$ cat src/rtl/corner_bender_pkg.sv
// Shared constants, carrier types and the select decoder of the format converter.
// Assumes a single core clock; nothing here holds state.
package corner_bender_pkg;

	// ----------------------------------------------------------------
	// Geometry
	// ----------------------------------------------------------------
	localparam int LANES = 8;
	localparam int WORD_W = 8;
	localparam int SEL_W = 3;
	localparam int LANE_LAST = 7;
	localparam int BUF_DEPTH = 2;

	// ----------------------------------------------------------------
	// Reset values and counter step
	// ----------------------------------------------------------------
	localparam logic [SEL_W-1:0] SEL_RESET = 3'h0;
	localparam logic [SEL_W-1:0] SEL_STEP = 3'h1;
	localparam logic [WORD_W-1:0] WORD_RESET = 8'h00;
	localparam logic [LANES-1:0] STB_BASE = 8'h01;
	localparam logic SHIFT_FILL = 1'b0;

	// ----------------------------------------------------------------
	// Timing
	// ----------------------------------------------------------------
	localparam int CLK_PERIOD_NS = 40;
	localparam int HIGHWAY_KBPS = 2048;

	// ----------------------------------------------------------------
	// Carriers
	// ----------------------------------------------------------------
	typedef struct packed {
		logic sync;
		logic [SEL_W-1:0] preload;
	} sync_cmd_t;

	typedef struct packed {
		logic [LANES-1:0] bits;
	} slot_t;

	// ----------------------------------------------------------------
	// 3-to-8 decode of the select counter into load strobes
	// ----------------------------------------------------------------
	function automatic logic [LANES-1:0] sel_decode(input logic [SEL_W-1:0] sel);
		sel_decode = STB_BASE << sel;
	endfunction : sel_decode

endpackage : corner_bender_pkg

$ cat src/rtl/corner_bender.sv
// Eight-by-eight format converter: rotating load of eight shift registers,
// proportional delay lines and a small output buffer.
// Assumes one core clock for bus and highways; inputs synchronous to it.
//
// Operation
// Serial and parallel sides share one clock
// Each clock loads exactly one register, rotating
// Loaded register shifts one bit per clock
// Emptying register reloads same edge, no gaps
// Channel delays seven down to zero clocks
// Delayed outputs leave aligned in one slot
// Preloadable three-bit counter counts eight clocks
// Sync pulse loads preload value into counter
// Sync tied to clock: preload selects directly
// Selection uses counter value from previous edge
// 3-to-8 decode gives one load strobe
// Same path converts serial to parallel
// Output words take serial inputs in rotation
// Word n bit k on line k
// Eight bits of one input form word
// Synchronous binary counter with parallel load
// Reset clears counter, shift and delay registers
`timescale 1ns/100ps
module corner_bender
	import corner_bender_pkg::*;
(
	// Clock and reset
	input wire logic i_core_clk,
	input wire logic i_rst_b,
	// Parallel bus side
	input wire logic i_word_valid,
	input wire logic [WORD_W-1:0] i_word,
	output logic o_word_ready,
	// Counter preload and sync
	input wire sync_cmd_t i_sync_cmd,
	// Aligned slot side
	output logic o_slot_valid,
	output slot_t o_slot,
	input wire logic i_slot_ready,
	// Status
	output logic [SEL_W-1:0] o_sel
);

	// ----------------------------------------------------------------
	// Advance enable
	// ----------------------------------------------------------------
	// The whole converter moves as one pipeline: a missing word or a full
	// buffer freezes the counter, shift and delay registers, so slot alignment is never broken.
	wire logic buf_ready;
	wire logic advance;

	assign advance = i_word_valid && buf_ready;
	assign o_word_ready = buf_ready;

	// ----------------------------------------------------------------
	// Select counter and decoder
	// ----------------------------------------------------------------
	logic [SEL_W-1:0] sel_ff;
	wire logic [SEL_W-1:0] nxt_sel;
	wire logic [LANES-1:0] load_stb;

	// Preload wins over the count; with sync held high it tracks preload
	assign nxt_sel = i_sync_cmd.sync ? i_sync_cmd.preload : sel_ff + SEL_STEP;
	// Strobe follows the counter state captured on the previous edge
	assign load_stb = sel_decode(sel_ff);

	always_ff @(posedge i_core_clk)
	begin
		if (!i_rst_b)
			sel_ff <= SEL_RESET;
		else if (advance)
			sel_ff <= nxt_sel;
	end

	assign o_sel = sel_ff;

	// ----------------------------------------------------------------
	// Eight shift registers
	// ----------------------------------------------------------------
	// Bit 0 leaves first. A register's last bit leaves on the edge where
	// the rotation returns to it, so the reload lands in that same edge.
	logic [WORD_W-1:0] shreg_ff [LANES];
	logic [WORD_W-1:0] nxt_shreg [LANES];
	logic [LANES-1:0] chan_bit;

	always_comb
	begin
		for (int j = 0; j < LANES; j++)
		begin
			nxt_shreg[j] = load_stb[j] ? i_word : {SHIFT_FILL, shreg_ff[j][WORD_W-1:1]};
			chan_bit[j] = shreg_ff[j][0];
		end
	end

	always_ff @(posedge i_core_clk)
	begin
		if (!i_rst_b)
		begin
			for (int j = 0; j < LANES; j++)
				shreg_ff[j] <= WORD_RESET;
		end
		else if (advance)
		begin
			for (int j = 0; j < LANES; j++)
				shreg_ff[j] <= nxt_shreg[j];
		end
	end

	// ----------------------------------------------------------------
	// Proportional delay lines
	// ----------------------------------------------------------------
	// Register j is loaded j clocks after register 0, so it is held back
	// by LANE_LAST - j clocks; the last lane needs no delay at all.
	// The result is a corner turn: slot t carries bit t of the eight words
	// of one rotation, and equally the eight bits of serial input t.
	logic [LANES-1:0] aligned;

	genvar g;
	generate
		for (g = 0; g < LANE_LAST; g++)
		begin : g_delay
			lane_delay #(
				.DEPTH(LANE_LAST - g)
			) u_delay (
				.i_core_clk(i_core_clk),
				.i_rst_b(i_rst_b),
				.i_adv(advance),
				.i_bit(chan_bit[g]),
				.o_bit(aligned[g])
			);
		end
	endgenerate

	assign aligned[LANE_LAST] = chan_bit[LANE_LAST];

	// ----------------------------------------------------------------
	// Output buffer
	// ----------------------------------------------------------------
	slot_t slot_in;

	assign slot_in.bits = aligned;

	slot_buffer #(
		.WIDTH($bits(slot_t)),
		.DEPTH(BUF_DEPTH)
	) u_buffer (
		.i_core_clk(i_core_clk),
		.i_rst_b(i_rst_b),
		.i_wr_valid(advance),
		.i_wr_data(slot_in),
		.o_wr_ready(buf_ready),
		.o_rd_valid(o_slot_valid),
		.o_rd_data(o_slot),
		.i_rd_ready(i_slot_ready)
	);
endmodule : corner_bender

$ cat src/rtl/lane_delay.sv
// Fixed-depth one-bit delay line that steps only on the advance enable.
// Assumes depth of at least one; a zero-delay lane is wired around it.
`timescale 1ns/100ps
module lane_delay
	import corner_bender_pkg::*;
#(
	parameter int DEPTH = 1
)
(
	// Clock and reset
	input wire logic i_core_clk,
	input wire logic i_rst_b,
	// Stream
	input wire logic i_adv,
	input wire logic i_bit,
	output logic o_bit
);

	logic [DEPTH-1:0] pipe_ff;

	always_ff @(posedge i_core_clk)
	begin
		if (!i_rst_b)
			pipe_ff <= '0;
		else if (i_adv)
		begin
			pipe_ff[0] <= i_bit;
			for (int i = 1; i < DEPTH; i++)
				pipe_ff[i] <= pipe_ff[i-1];
		end
	end

	assign o_bit = pipe_ff[DEPTH-1];

endmodule : lane_delay

$ cat src/rtl/slot_buffer.sv
// Small FIFO of flip-flops between the aligned slot stream and its receiver.
// Assumes the writer honours o_wr_ready; a full buffer stalls the converter.
`timescale 1ns/100ps
module slot_buffer
#(
	parameter int WIDTH = 8,
	parameter int DEPTH = 2
)
(
	// Clock and reset
	input wire logic i_core_clk,
	input wire logic i_rst_b,
	// Write side
	input wire logic i_wr_valid,
	input wire logic [WIDTH-1:0] i_wr_data,
	output logic o_wr_ready,
	// Read side
	output logic o_rd_valid,
	output logic [WIDTH-1:0] o_rd_data,
	input wire logic i_rd_ready
);

	localparam int PTR_W = (DEPTH > 1) ? $clog2(DEPTH) : 1;
	localparam logic [PTR_W-1:0] PTR_LAST = PTR_W'(DEPTH - 1);
	localparam logic [PTR_W-1:0] PTR_ONE = PTR_W'(1);
	localparam logic [PTR_W:0] CNT_FULL = (PTR_W + 1)'(DEPTH);
	localparam logic [PTR_W:0] CNT_ONE = (PTR_W + 1)'(1);

	logic [WIDTH-1:0] mem_ff [DEPTH];
	logic [PTR_W-1:0] wr_ptr_ff;
	logic [PTR_W-1:0] rd_ptr_ff;
	logic [PTR_W:0] count_ff;
	wire logic push;
	wire logic pop;

	assign o_wr_ready = (count_ff != CNT_FULL);
	assign o_rd_valid = (count_ff != '0);
	assign push = i_wr_valid && o_wr_ready;
	assign pop = o_rd_valid && i_rd_ready;
	assign o_rd_data = mem_ff[rd_ptr_ff];

	always_ff @(posedge i_core_clk)
	begin
		if (!i_rst_b)
		begin
			wr_ptr_ff <= '0;
			rd_ptr_ff <= '0;
			count_ff <= '0;
			for (int i = 0; i < DEPTH; i++)
				mem_ff[i] <= '0;
		end
		else
		begin
			if (push)
			begin
				mem_ff[wr_ptr_ff] <= i_wr_data;
				wr_ptr_ff <= (wr_ptr_ff == PTR_LAST) ? '0 : wr_ptr_ff + PTR_ONE;
			end
			if (pop)
				rd_ptr_ff <= (rd_ptr_ff == PTR_LAST) ? '0 : rd_ptr_ff + PTR_ONE;
			if (push && !pop)
				count_ff <= count_ff + CNT_ONE;
			else if (pop && !push)
				count_ff <= count_ff - CNT_ONE;
		end
	end

endmodule : slot_buffer

$ cat config.mk
export PLATFORM = sky130hd
export DESIGN_NAME = corner_bender
export DESIGN_NICKNAME = d
export VERILOG_FILES = /design/src/rtl/corner_bender_pkg.sv /design/src/rtl/corner_bender.sv /design/src/rtl/lane_delay.sv /design/src/rtl/slot_buffer.sv
export SDC_FILE = /design/constraint.sdc
export NUM_CORES = 1
export LEC_CHECK = 0
export BUFFER_PORTS_ARGS = -buffer_cell sky130_fd_sc_hd__buf_2
export CAP_MARGIN = 20
export CORE_MARGIN = 2
export CORE_UTILIZATION = 45
export CTS_BUF_LIST = sky130_fd_sc_hd__clkbuf_16
export DETAILED_ROUTE_END_ITERATION = 12
export PLACE_DENSITY = 0.64
export RECOVER_POWER = 100
export SLEW_MARGIN = 20
export SYNTH_ARGS = -nofsm -noshare
export SYNTH_HDL_FRONTEND = slang
export SYNTH_SLANG_ARGS = --single-unit
export TNS_END_PERCENT = 100
$ cat constraint.sdc
create_clock -name i_core_clk -period 9.1 [get_ports i_core_clk]
set_clock_uncertainty 0.1 [all_clocks]
set_input_delay 1.365 -clock i_core_clk [delete_from_list [all_inputs] [get_ports i_core_clk]]
set_output_delay 1.365 -clock i_core_clk [all_outputs]
set_load 0.02 [all_outputs]
==> impl_metrics.csv <==
group,metric,value,unit
yosys,synth_nets,486,
worst_setup_path,worst-endpoint-required,9.02,ns
floorplanning,core-area,11320,um^2
yosys,postSynthAreaPerCell,11.13,um^2
drt,via_per_inst,5.412,
clock_network,htree_levels,4,
worst_setup_path,end_kind,"flop",
power_and_ir_drop,clkPwrFrac,40.6,%
clock_network,clkLatencyLatePin,0.41,ns
clock_network,cts_buffers,17,
power_and_ir_drop,power,1588,uW
yosys,synthTopCellsByArea,"edfxtp_1, dfxtp_1, mux2i_1",
grt,grt_pass1_wl,16230,um
power_and_ir_drop,cellLeakagePower,0.002173,uW
power_and_ir_drop,power.density,274.9,nW/um^2
drt,wl_per_cell,15.91,um
hold_path,hold_class,"flop to flop",
power_and_ir_drop,netSwitchingFraction,27.53,%
drt,drt_iter0_drc,248,
yosys,ys_seq_area_share,60.58,%
layout,drive_gt1_share,11.02,%
sta,worstMarginPinSlew,2.083,ns
yosys,async_reset_ff_share,0,%
power_and_ir_drop,peakVddDrop,0.1856,mV
power_and_ir_drop,p_sw,437.2,uW
worst_setup_path,cp.arrival,5.58,ns
clock_network,path_clk_slew,0.05,ns
grt,grt_usage,16.77,%
placement,placed_area,5259,um^2
floorplanning,ios,29,
yosys,synth_top_cell_by_area,"edfxtp_1",
floorplanning,start_util,45.53,%
drt,num_vias,3377,
sta,hold_violations,0,
sta,setup_ws,3.437,ns
layout,final_common_cell,"edfxtp_1",
drt,drt_wl_total,9930,um
grt,first_global_vias,3240,
placement,dp_slack,5.012,ns
worst_setup_path,crit_type,"input pin to flop",
clock_network,cts_tree,"yes",
yosys,ys_warn_count,0,
layout,mostFrequentLayoutCells,"edfxtp_1, a21oi_1, nand3_1, nor2_1",
placement,hpwlAfterDp,5883,um
clock_network,ctsHoldBuffers,0,
grt,grt_overflow_total,0,
sta,finalSetupTns,0,ns
layout,nets,491,
sta,slew_violations,167,
drt,dr.pass1.iters,5,
yosys,synth_top_cell_area_share,46.60,%
layout,fin_area,5778,um^2
yosys,synth_cells,463,
status,status,"finished, violations left",
yosys,synth_seq_cells,116,
drt,final_antenna_net_count,0,
floorplanning,die_w,111.0,um
yosys,syn-cell-area,5155,um^2
sta,timing.final.crit_share,62.23,%
yosys,synth_top_flop_cell,"edfxtp_1",
drt,drc,0,
yosys,synth_edf_count,80,
layout,stdcell_count,624,
yosys,synth_cell_types,32,
power_and_ir_drop,combPwrFrac,16.6,%
placement,port_buffers,28,
clock_network,clock_path_buffers,2,
grt,grt_max_degree,65,
floorplanning,fp.dieH,111.0,um
clock_network,post_cts_buffers,0,
power_and_ir_drop,p_seq_share,42.8,%
floorplanning,rows,39,
sta,rsz0062_at_grt,"no",
status,violations,"max-capacitance violations, max-slew violations",
clock_network,cts.sinks,116,
job,maxCapViolCount,4,
layout,antenna_cells,0,
grt,antenna_found_initial,0,
clock_network,root_buffer,"clkbuf_16",
layout,area_growth,12.09,%
sta,fmax,176.6,MHz
placement,gp_congestion,0.7346,
floorplanning,dieArea,12330,um^2
placement,place_inst,592,
sta,maxSlewHeadroom,-39.12,%
sta,setup_violations,0,
power_and_ir_drop,intPower,1151,uW
sta,fin_crit,5.663,ns
clock_network,cts_resized,0,
worst_setup_path,critPathMaxFanout,44,
worst_setup_path,start_kind,"input pin",
metrics by stage:
stage                     hold slack (ns)  util (%)
after global routing               0.3839     51.04
after detailed placement           0.3532     46.45
after global placement             0.3451     46.45
after floorplan                    0.3403         -
after CTS                          0.3592     51.50
final                              0.3557     51.04
logic make-up after synthesis:
family / Yosys count / share of synthesized area, %
buffers and inverters: 51 / 5.243
AO/OA/AOI/OAI: 92 / 9.126
adder cells (fa/ha/maj): 7 / 1.699
multiplexers: 44 / 8.738
AND/OR/NAND/NOR: 150 / 14.10
flip-flops: 116 / 60.58
XOR/XNOR: 3 / 0.5098
Yosys cell counts (4+ instances only):
cell      number
edfxtp_1      80
buf_2          9
dfxtp_1       36
o21ai_0       34
nor2_1        45
mux2i_1       36
and3_1        19
nand2_1       26
clkbuf_1      19
buf_6          5
a21oi_1       54
mux2_2         8
ha_1           7
inv_1          4
buf_4          7
nand3_1       50
state kept, by name, indices dropped and copies added, names as in the netlist, named ones only:
name                     flops
g_delay.u_delay.o_bit        1
g_delay.u_delay.pipe_ff     27
o_sel                        3
shreg_ff                    64
u_buffer.count_ff            2
u_buffer.mem_ff             16
u_buffer.rd_ptr_ff           1
u_buffer.wr_ptr_ff           1
critical path: stages:
cell	delay, ns
clkbuf_1	1.08
nand3_1	1.61
o21ai_0	1.51
power groups by stage:
stage          Sequential (uW)  Combinational, uW  Clock (uW)
2_1_floorplan              687                228           0
3_3_place_gp               689                267           0
3_5_place_dp               691                272           0
4_1_cts                    682                274         654
5_1_grt                    688                291         682
6_report                   680                263         645
layout make-up:
cell class                      instances  area, um^2
Multi-Input combinational cell        296        1742
Sequential cell                       116        3123
Inverter                                7       28.78
Fill cell                            1002        5543
Clock inverter                         15       146.4
Timing Repair Buffer                   30       133.9
Clock buffer                           17       425.4
Tap cell                              143       178.9
path summary, 6_finish.rpt:
kind                            cells past startpoint  slack (ns)                                          to                                  startpoint
worst max register to register                      4        4.01         u_buffer.mem_ff[1][1]$_SDFFCE_PN0P_           u_buffer.count_ff[1]$_SDFFE_PN0P_
worst min register to register                      2        0.36  g_delay[1].u_delay.pipe_ff[1]$_SDFFE_PN0N_  g_delay[1].u_delay.pipe_ff[0]$_SDFFE_PN0N_
worst min-delay path                                2        0.36  g_delay[1].u_delay.pipe_ff[1]$_SDFFE_PN0N_  g_delay[1].u_delay.pipe_ff[0]$_SDFFE_PN0N_
worst max-delay path                                3        3.44         u_buffer.mem_ff[1][1]$_SDFFCE_PN0P_                                i_word_valid
routing by layer:
metal	GRT usage, %	routed length, um	share of wire (%)
met5	0	0	0
met4	6.996	155	1.6
met3	5.085	422	4.2
met2	26.99	4915	49
met1	21.21	4437	45
Note: power is estimated with default switching activity, not from simulation.
